<file path="config.mk">
export PLATFORM = sky130hd
export DESIGN_NAME = drive_front_end
export DESIGN_NICKNAME = d
export VERILOG_FILES = /design/src/drive_status_pkg.sv /design/src/status_flasher.sv /design/src/bit_sync.sv /design/src/drive_front_end.sv
export VERILOG_INCLUDE_DIRS = /design/src /design/src/src
export SDC_FILE = /design/constraint.sdc
export NUM_CORES = 1
export LEC_CHECK = 0
export ABC_AREA = 1
export BUFFER_PORTS_ARGS = -buffer_cell sky130_fd_sc_hd__buf_2
export CAP_MARGIN = 40
export CELL_PAD_IN_SITES_DETAIL_PLACEMENT = 1
export CELL_PAD_IN_SITES_GLOBAL_PLACEMENT = 2
export CORE_MARGIN = 5
export CORE_UTILIZATION = 25
export CTS_CLUSTER_SIZE = 25
export DETAILED_ROUTE_END_ITERATION = 7
export PLACE_DENSITY_LB_ADDON = 0.1
export SLEW_MARGIN = 20
export SYNTH_ARGS = -nofsm -noshare
export SYNTH_HDL_FRONTEND = slang
export SYNTH_HIERARCHICAL = 1
export SYNTH_SLANG_ARGS = --single-unit
</file>
<file path="constraint.sdc">
create_clock -name ref_clk -period 2.05 [get_ports ref_clk]
set_input_delay 0.1025 -clock ref_clk [delete_from_list [all_inputs] [get_ports ref_clk]]
set_output_delay 0.1025 -clock ref_clk [all_outputs]
set_load 0.01 [all_outputs]
</file>
<file path="src/drive_status_defs.svh">
// Constants for the status indicator and serial command front end
`ifndef DRIVE_STATUS_DEFS_SVH
`define DRIVE_STATUS_DEFS_SVH

`define CLK_FREQ_HZ         50000000
`define FLASH_TIME_MS       250
`define FLASH_CYCLES        ((`CLK_FREQ_HZ / 1000) * `FLASH_TIME_MS)
`define PAUSE_TIME_MS       1500
`define PAUSE_CYCLES        ((`CLK_FREQ_HZ / 1000) * `PAUSE_TIME_MS)
`define TX_RELEASE_CYCLES   2

`define ERR_COUNT           9
`define ERR_STALL           0
`define ERR_MOVE_DISABLED   1
`define ERR_STACK_OVER      2
`define ERR_CCW_LIMIT       3
`define ERR_CW_LIMIT        4
`define ERR_STACK_UNDER     5
`define ERR_UNDERVOLT       6
`define ERR_BAD_INSTR       7
`define ERR_SERIAL          8

`define CHAR_CR             8'h0D
`define CHAR_EQ             8'h3D
`define CHAR_R              8'h52
`define CHAR_V              8'h56
`define CHAR_D              8'h44
`define CHAR_A              8'h41
`define CHAR_Z              8'h5A
`define ADDR_LOW            8'h21
`define ADDR_HIGH           8'h40
`define ADDR_RESET          8'h21
`define CMD_MAX             4

`endif

</file>
<file path="src/drive_status_pkg.sv">
// Types shared by the status indicator and serial command front end
package drive_status_pkg;
    typedef enum logic [1:0] {LED_SOLID, LED_RED, LED_GREEN, LED_PAUSE} led_phase_t;
    typedef enum logic [1:0] {CMD_IDLE, CMD_REPLY, CMD_RELEASE} cmd_state_t;
endpackage

</file>
<file path="src/status_flasher.sv">
// Bi-colour status indicator flash-code sequencer
`timescale 1ns/1ps
`include "drive_status_defs.svh"
module status_flasher #(
    parameter int FLASH_CYCLES = `FLASH_CYCLES,
    parameter int PAUSE_CYCLES = `PAUSE_CYCLES
) (
    input  wire logic                   ref_clk,
    input  wire logic                   rst_n,
    input  wire logic [`ERR_COUNT-1:0]  error_flags,
    output logic                        led_red,
    output logic                        led_green
);
    typedef struct packed {
        drive_status_pkg::led_phase_t phase;
        logic [31:0]                  timer;
        logic [3:0]                   count;
        logic                         lit;
        logic [3:0]                   code;
        logic                         red;
        logic                         green;
    } flash_state_t;

    flash_state_t state_reg;
    flash_state_t state_next;
    logic         active;
    logic [3:0]   sel;
    logic [3:0]   reds;
    logic [3:0]   greens;

    // Lowest numbered active error wins
    always_comb begin
        active = |error_flags;
        sel    = 4'h0;
        for (int i = `ERR_COUNT - 1; i >= 0; i--) begin
            if (error_flags[i]) begin
                sel = 4'(i);
            end
        end
    end

    always_comb begin
        case (state_reg.code)
            4'h0: begin reds = 4'h1; greens = 4'h1; end
            4'h1: begin reds = 4'h1; greens = 4'h2; end
            4'h2: begin reds = 4'h1; greens = 4'h3; end
            4'h3: begin reds = 4'h2; greens = 4'h1; end
            4'h4: begin reds = 4'h2; greens = 4'h2; end
            4'h5: begin reds = 4'h2; greens = 4'h3; end
            4'h6: begin reds = 4'h4; greens = 4'h2; end
            4'h7: begin reds = 4'h4; greens = 4'h3; end
            default: begin reds = 4'h7; greens = 4'h1; end
        endcase
    end

    always_comb begin
        state_next = state_reg;
        state_next.timer = state_reg.timer + 32'h1;
        case (state_reg.phase)
            drive_status_pkg::LED_SOLID: begin
                state_next.red   = 1'b0;
                state_next.green = 1'b1;
                state_next.timer = 32'h0;
                if (active) begin
                    state_next.code  = sel;
                    state_next.phase = drive_status_pkg::LED_RED;
                    state_next.count = 4'h0;
                    state_next.lit   = 1'b1;
                    state_next.red   = 1'b1;
                    state_next.green = 1'b0;
                end
            end
            drive_status_pkg::LED_RED, drive_status_pkg::LED_GREEN: begin
                if (state_reg.timer == 32'(FLASH_CYCLES - 1)) begin
                    state_next.timer = 32'h0;
                    state_next.lit   = ~state_reg.lit;
                    if (state_reg.lit) begin
                        state_next.count = state_reg.count + 4'h1;
                        if (state_reg.phase == drive_status_pkg::LED_RED &&
                            state_reg.count + 4'h1 == reds) begin
                            state_next.phase = drive_status_pkg::LED_GREEN;
                            state_next.count = 4'h0;
                        end else if (state_reg.phase == drive_status_pkg::LED_GREEN &&
                                     state_reg.count + 4'h1 == greens) begin
                            state_next.phase = drive_status_pkg::LED_PAUSE;
                        end
                    end
                end
                state_next.red   = state_next.lit &&
                                   state_next.phase == drive_status_pkg::LED_RED;
                state_next.green = state_next.lit &&
                                   state_next.phase == drive_status_pkg::LED_GREEN;
            end
            drive_status_pkg::LED_PAUSE: begin
                state_next.red   = 1'b0;
                state_next.green = 1'b0;
                if (state_reg.timer == 32'(PAUSE_CYCLES - 1)) begin
                    state_next.timer = 32'h0;
                    state_next.phase = drive_status_pkg::LED_SOLID;
                    state_next.green = 1'b1;
                end
            end
            default: state_next.phase = drive_status_pkg::LED_SOLID;
        endcase
    end

    always_ff @(posedge ref_clk or negedge rst_n) begin
        if (!rst_n) begin
            state_reg <= '{drive_status_pkg::LED_SOLID, 32'h0, 4'h0, 1'b0, 4'h0, 1'b0, 1'b1};
        end else begin
            state_reg <= state_next;
        end
    end

    assign led_red   = state_reg.red;
    assign led_green = state_reg.green;
endmodule

</file>
<file path="src/bit_sync.sv">
// Two flip-flop synchroniser for a vector of pin inputs
`timescale 1ns/1ps
module bit_sync #(
    parameter int WIDTH = 1
) (
    input  wire logic             ref_clk,
    input  wire logic             rst_n,
    input  wire logic [WIDTH-1:0] async_in,
    output logic      [WIDTH-1:0] sync_out
);
    typedef struct packed {
        logic [WIDTH-1:0] first;
        logic [WIDTH-1:0] second;
    } sync_state_t;

    sync_state_t state_reg;
    sync_state_t state_next;

    always_comb begin
        state_next.first  = async_in;
        state_next.second = state_reg.first;
    end

    always_ff @(posedge ref_clk or negedge rst_n) begin
        if (!rst_n) begin
            state_reg <= '0;
        end else begin
            state_reg <= state_next;
        end
    end

    assign sync_out = state_reg.second;
endmodule

</file>
<file path="src/drive_front_end.sv">
// Status indicator and serial command front end of the drive
`timescale 1ns/1ps
`include "drive_status_defs.svh"
module drive_front_end #(
    parameter int         FLASH_CYCLES  = `FLASH_CYCLES,
    parameter int         PAUSE_CYCLES  = `PAUSE_CYCLES,
    parameter logic [7:0] FW_VERSION    = 8'h31,
    parameter int         RELEASE_CYCLES = `TX_RELEASE_CYCLES
) (
    input  wire logic                   ref_clk,
    input  wire logic                   rst_n,
    input  wire logic [`ERR_COUNT-1:0]  error_pins,
    output logic                        led_red,
    output logic                        led_green,
    input  wire logic [7:0]             rx_data,
    input  wire logic                   rx_valid,
    input  wire logic                   rx_busy,
    output logic [7:0]                  tx_data,
    output logic                        tx_valid,
    input  wire logic                   tx_ready,
    input  wire logic                   tx_busy,
    output logic                        tx_enable,
    output logic [7:0]                  drive_address
);
    typedef struct packed {
        drive_status_pkg::cmd_state_t state;
        logic [7:0]                   buf0;
        logic [7:0]                   buf1;
        logic [7:0]                   buf2;
        logic [7:0]                   buf3;
        logic [2:0]                   len;
        logic                         overrun;
        logic [7:0]                   addr;
        logic [7:0]                   r0;
        logic [7:0]                   r1;
        logic [7:0]                   r2;
        logic [7:0]                   r3;
        logic [2:0]                   rlen;
        logic [2:0]                   ridx;
        logic [7:0]                   txd;
        logic                         txv;
        logic                         txen;
        logic [3:0]                   hold;
    } cmd_reg_t;

    cmd_reg_t               state_reg;
    cmd_reg_t               state_next;
    logic [`ERR_COUNT-1:0]  err_sync;
    logic [7:0]             c0;
    logic [7:0]             c1;
    logic [7:0]             c2;
    logic [1:0]             body_len;
    logic                   prefixed;
    logic                   is_rv;
    logic                   is_da;
    logic                   is_da_set;

    bit_sync #(
        .WIDTH    (`ERR_COUNT)
    ) bit_sync_inst (
        .ref_clk  (ref_clk),
        .rst_n    (rst_n),
        .async_in (error_pins),
        .sync_out (err_sync)
    );

    status_flasher #(
        .FLASH_CYCLES (FLASH_CYCLES),
        .PAUSE_CYCLES (PAUSE_CYCLES)
    ) status_flasher_inst (
        .ref_clk      (ref_clk),
        .rst_n        (rst_n),
        .error_flags  (err_sync),
        .led_red      (led_red),
        .led_green    (led_green)
    );

    // Decode the buffered line: a leading character that is not an uppercase
    // letter is an address prefix
    always_comb begin
        prefixed = state_reg.len != 3'h0 &&
                   !(state_reg.buf0 >= `CHAR_A && state_reg.buf0 <= `CHAR_Z);
        c0 = prefixed ? state_reg.buf1 : state_reg.buf0;
        c1 = prefixed ? state_reg.buf2 : state_reg.buf1;
        c2 = prefixed ? state_reg.buf3 : state_reg.buf2;
        body_len = prefixed ? 2'(state_reg.len - 3'h1) : 2'(state_reg.len);
        if (prefixed && state_reg.len == 3'h4) begin
            body_len = 2'h3;
        end else if (!prefixed && state_reg.len >= 3'h4) begin
            body_len = 2'h0;
        end
        // Exact byte compares, so lowercase letters never match
        is_rv     = body_len == 2'h2 && c0 == `CHAR_R && c1 == `CHAR_V;
        is_da     = body_len == 2'h2 && c0 == `CHAR_D && c1 == `CHAR_A;
        is_da_set = body_len == 2'h3 && c0 == `CHAR_D && c1 == `CHAR_A &&
                    c2 >= `ADDR_LOW && c2 <= `ADDR_HIGH;
    end

    always_comb begin
        state_next = state_reg;
        case (state_reg.state)
            drive_status_pkg::CMD_IDLE: begin
                state_next.txen = 1'b0;
                if (rx_valid) begin
                    if (rx_data == `CHAR_CR) begin
                        state_next.len     = 3'h0;
                        state_next.overrun = 1'b0;
                        // Foreign prefix: drop silently, transmitter untouched
                        if (!state_reg.overrun && (!prefixed ||
                            state_reg.buf0 == state_reg.addr)) begin
                            state_next.r0   = c0;
                            state_next.r1   = c1;
                            state_next.r2   = `CHAR_EQ;
                            state_next.rlen = 3'h4;
                            state_next.ridx = 3'h0;
                            if (is_rv) begin
                                state_next.r3    = FW_VERSION;
                                state_next.state = drive_status_pkg::CMD_REPLY;
                            end else if (is_da) begin
                                state_next.r3    = state_reg.addr;
                                state_next.state = drive_status_pkg::CMD_REPLY;
                            end else if (is_da_set) begin
                                state_next.addr = c2;
                            end
                        end
                    end else if (state_reg.len == 3'(`CMD_MAX)) begin
                        state_next.overrun = 1'b1;
                    end else begin
                        case (state_reg.len)
                            3'h0: state_next.buf0 = rx_data;
                            3'h1: state_next.buf1 = rx_data;
                            3'h2: state_next.buf2 = rx_data;
                            default: state_next.buf3 = rx_data;
                        endcase
                        state_next.len = state_reg.len + 3'h1;
                    end
                end
            end
            drive_status_pkg::CMD_REPLY: begin
                // Hold the line while the host is still sending
                if (!rx_busy) begin
                    state_next.txen = 1'b1;
                end
                if (state_reg.txv && tx_ready) begin
                    state_next.txv = 1'b0;
                    if (state_reg.ridx == state_reg.rlen) begin
                        state_next.state = drive_status_pkg::CMD_RELEASE;
                        state_next.hold  = 4'h0;
                    end else begin
                        state_next.ridx = state_reg.ridx + 3'h1;
                    end
                end else if (!state_reg.txv && state_reg.txen) begin
                    state_next.txv = 1'b1;
                    case (state_reg.ridx)
                        3'h0: state_next.txd = state_reg.r0;
                        3'h1: state_next.txd = state_reg.r1;
                        3'h2: state_next.txd = state_reg.r2;
                        3'h3: state_next.txd = state_reg.r3;
                        default: state_next.txd = `CHAR_CR;
                    endcase
                end
            end
            drive_status_pkg::CMD_RELEASE: begin
                // Drop the driver a fixed few cycles after the last stop bit
                if (!tx_busy) begin
                    state_next.hold = state_reg.hold + 4'h1;
                    if (state_reg.hold == 4'(RELEASE_CYCLES - 1)) begin
                        state_next.txen  = 1'b0;
                        state_next.state = drive_status_pkg::CMD_IDLE;
                    end
                end
            end
            default: state_next.state = drive_status_pkg::CMD_IDLE;
        endcase
    end

    always_ff @(posedge ref_clk or negedge rst_n) begin
        if (!rst_n) begin
            state_reg      <= '0;
            state_reg.addr <= `ADDR_RESET;
        end else begin
            state_reg <= state_next;
        end
    end

    assign tx_data       = state_reg.txd;
    assign tx_valid      = state_reg.txv;
    assign tx_enable     = state_reg.txen;
    assign drive_address = state_reg.addr;
endmodule

</file>
==> flow_metrics.env <==
export IMPL_status="finished, violations left"
export IMPL_violations="setup timing"
export IMPL_cts_root_buf="clkbuf_16"
export IMPL_avgSynthCellArea_sq_um=7.61
export IMPL_slew_viol_final=0
export IMPL_synth_cells=1162
export IMPL_synth_top_area_cell="dfrtp_1"
export IMPL_first_iter_violations=302
export IMPL_worst_path_buf_inv=4
export IMPL_seq_area_frac_synth_pct=42.8
export IMPL_rsz0062_at_grt="yes"
export IMPL_cts_sinks=151
export IMPL_drt_wirelength_per_cell_microns=16.1
export IMPL_cpPeakStageDelay_ns=0.39
export IMPL_synth_seq_cells=151
export IMPL_row_count=68
export IMPL_powerDensity_nw_per_um2=1230
export IMPL_syn_num_nets=1206
export IMPL_viasPerCell=4.37
export IMPL_diodes=0
export IMPL_synthesis_area_sq_um=8840
export IMPL_holdWs_ns=0.0235
export IMPL_arrival_ns=2.57
export IMPL_reg2reg_from="state_reg[95]"
export IMPL_min_period_ns=2.23
export IMPL_vdd_drop_max_mv=0.592
export IMPL_clk_path_buf_depth=2
export IMPL_total_power_uw=14500
export IMPL_slew_headroom_pct=68.8
export IMPL_fill_cells=4180
export IMPL_hp_start="rx_data[7]"
export IMPL_crit_start="state_reg[95]"
export IMPL_slowest_stage="dfrtp_1"
export IMPL_post_route_util_pct=34.0
export IMPL_grt_busiest_layer="met2"
export IMPL_die_area_sq_um=39200
export IMPL_fmax_mhz=448
export IMPL_antenna_found_initial=0
export IMPL_synth_top_area_share_pct=41.9
export IMPL_grt_met1_usage_pct=19.5
export IMPL_port_buffers=42
export IMPL_tightestPinTransition_ns=0.466
export IMPL_areaGrowthSynthToFinish_pct=33.6
export IMPL_first_global_vias=8624
export IMPL_drive_above_1_share_pct=28.1
export IMPL_worst_path_max_fanout=8
export IMPL_clk_pin_slew_ns=0.07
export IMPL_hp_class="input pin to flip-flop"
export IMPL_detail_route_antenna_nets=0
export IMPL_via_count=7950
export IMPL_cp_required_ns=2.39
export IMPL_grt_ovfl_total=0
export IMPL_insertion_delay_ns=0.45
export IMPL_crit_path_end_kind="flip-flop"
export IMPL_cts_tree="built"
export IMPL_period_share_pct=109
export IMPL_grt_util_met3_pct=2.71
export IMPL_ys_top_cells_by_area="dfrtp_1 (42%), nand2_1 (13%), inv_1 (6.4%), nor2_1 (5.3%), nand3_1 (4.9%)"
export IMPL_num_io_pins=43
export IMPL_path_class="flip-flop to flip-flop"
export IMPL_p_leak_uw=0.00567
export IMPL_worstPathCellList="inv_2, nand2_2, nor2_4, nand3_4, nand2_8, buf_12, nand2_1, nand2_2, nand2_1, nor2_2, nand2_2, nor3_1, buf_4, nand4_1, nand2_1, inv_1"
export IMPL_hold_viol_final=0
export IMPL_fp_dieW_microns=198
export IMPL_grt_first_pass_wirelength_mm=47.8
export IMPL_drtPass1Iterations=4
export IMPL_largest_register_ffs=70
export IMPL_core_area_sq_um=34700
export IMPL_track_usage_pct=15.5
export IMPL_cp_top_family="simple AND/OR/NAND/NOR gates"
export IMPL_dp_hpwl_mm=22.7
export IMPL_grt_max_degree=44
export IMPL_maxCapViolations=0
export IMPL_met2_usage_pct=27.8
export IMPL_numCtsBuffers=17
export IMPL_setup_ws_ns=-0.180
export IMPL_die_h_microns=198
export IMPL_final_cell_area_sq_um=11800
export IMPL_fin_skew_ns=0.0105
export IMPL_setup_viol=33
export IMPL_nets=1396
export IMPL_postPlaceCellArea_sq_um=10400
export IMPL_gp_congestion=0.779
export IMPL_htree_levels=4
export IMPL_startpoint_type="flip-flop"
export IMPL_synth_warning_count=6
export IMPL_drt_total_wl_mm=29.3
export IMPL_remaining_drc_errors=0
export IMPL_ys_types=44
export IMPL_initial_core_util_pct=25.5
==> Yosys cell counts, drive strengths merged <==
| library cell | instances |
|---|---|
| nand2 | 327 |
| inv | 163 |
| dfrtp | 148 |
| nor2 | 148 |
| nand3 | 95 |
| o21ai | 91 |
| buf | 32 |
| nand4 | 26 |
| nor3 | 23 |
| ha | 21 |
| xor2 | 20 |
| a21oi | 15 |
| clkbuf | 8 |
| o21bai | 8 |
| nand3b | 7 |
| a221oi | 5 |
| a31oi | 3 |
| dfstp | 3 |
| nor4 | 3 |
| o22ai | 3 |
| xnor2 | 3 |
| clkinv | 2 |
| nor3b | 2 |
| o31ai | 2 |
| a22oi | 1 |
| a32oi | 1 |
| and2 | 1 |
| o311ai | 1 |
==> cell usage in the layout, fill, tap and decap left out, types with 13 or more instances in the layout <==
cell type | synthesis | layout
nand3_1 | 87 | 79
nor2_1 | 124 | 108
o21ai_1 | 5 | 16
nor2_4 | 9 | 13
buf_2 | 5 | 41
ha_1 | 21 | 19
inv_1 | 150 | 149
xor2_1 | 20 | 20
nor2_2 | 14 | 26
o21ai_2 | 11 | 13
nand4_1 | 24 | 24
dlygate4sd3_1 | 0 | 22
nand2_2 | 28 | 49
clkbuf_16 | 0 | 18
dfrtp_1 | 148 | 147
buf_4 | 20 | 125
nand2_1 | 297 | 267
o21ai_0 | 75 | 60
nor3_1 | 18 | 18
==> path summary, 6_finish.rpt <==
kind | endpoint | slack (ns) | cells after the start
worst max-delay path | state_reg[20] | -0.18 | 16
worst min-delay path | state_reg[79] | 0.02 | 3
worst max register to register | state_reg[20] | -0.18 | 16
worst min register to register | bit_sync_inst/sync_out[4] | 0.35 | 0
max in group asynchronous | drive_address[0] | 1.22 | 3
min in group asynchronous | status_flasher_inst/state_reg[11] | 0.13 | 2
==> power by group <==
group	total, uW	internal [uW]	switching (uW)	leakage, uW
clock	3300	1830	1470	0.000290
sequential	3860	3430	430	0.00189
combinational	7320	3300	4030	0.00349
==> through the flow <==
stage / std cells / setup TNS [ns] / worst slack (ns)
after floorplan: 1162 / 0 / 0.0223
after global placement: 1738 / -4.40 / -0.274
after detailed placement: 1738 / -4.89 / -0.328
after CTS: 1809 / -4.57 / -0.212
after global routing: 1820 / -7.26 / -0.339
final: 1820 / -2.98 / -0.180
==> per-layer routing <==
| metal | share of wire (%) | up-vias |
|---|---|---|
| li1 | - | 4062 |
| met1 | 45 | 3825 |
| met2 | 52 | 45 |
| met3 | 1.7 | 18 |
| met4 | 1.1 | 0 |
| met5 | 0 | - |
==> timing repair <==
| item | CTS | global route |
|---|---|---|
| endpoints found under the setup margin | 32 | 63 |
| pin swaps | 24 | 27 |
| endpoints found under the hold margin | 136 | 0 |
| setup buffers | 13 | 10 |
| cloned | 4 | 1 |
| resized for setup | 53 | 63 |
| hold buffers | 22 | 0 |
==> cell families after synthesis <==
logic type	after synthesis	share of synthesized area, %
fa+ha+maj	21	2.97
simple gates	632	33.2
xor+xnor	23	2.28
buf+inv	205	10.3
compound gates	130	8.52
flops	151	42.8
==> tightest hold or removal path, delay by kind of cell <==
family                 cells  cell delay (ns)
AOI/OAI and AO/OA          1             0.09
buffers and inverters      2             0.23
==> area by class of cell <==
type,count,area (sq um),share of cell area (%)
clock buffers,18,429,3.63
flip-flops and latches,151,3780,32.0
repair buffers,210,1760,14.9
multi-input cells,807,4470,37.9
clock inverters,14,161,1.37
well taps,455,569,4.82
inverters,165,637,5.39
Note: power is estimated with default switching activity, not from simulation.
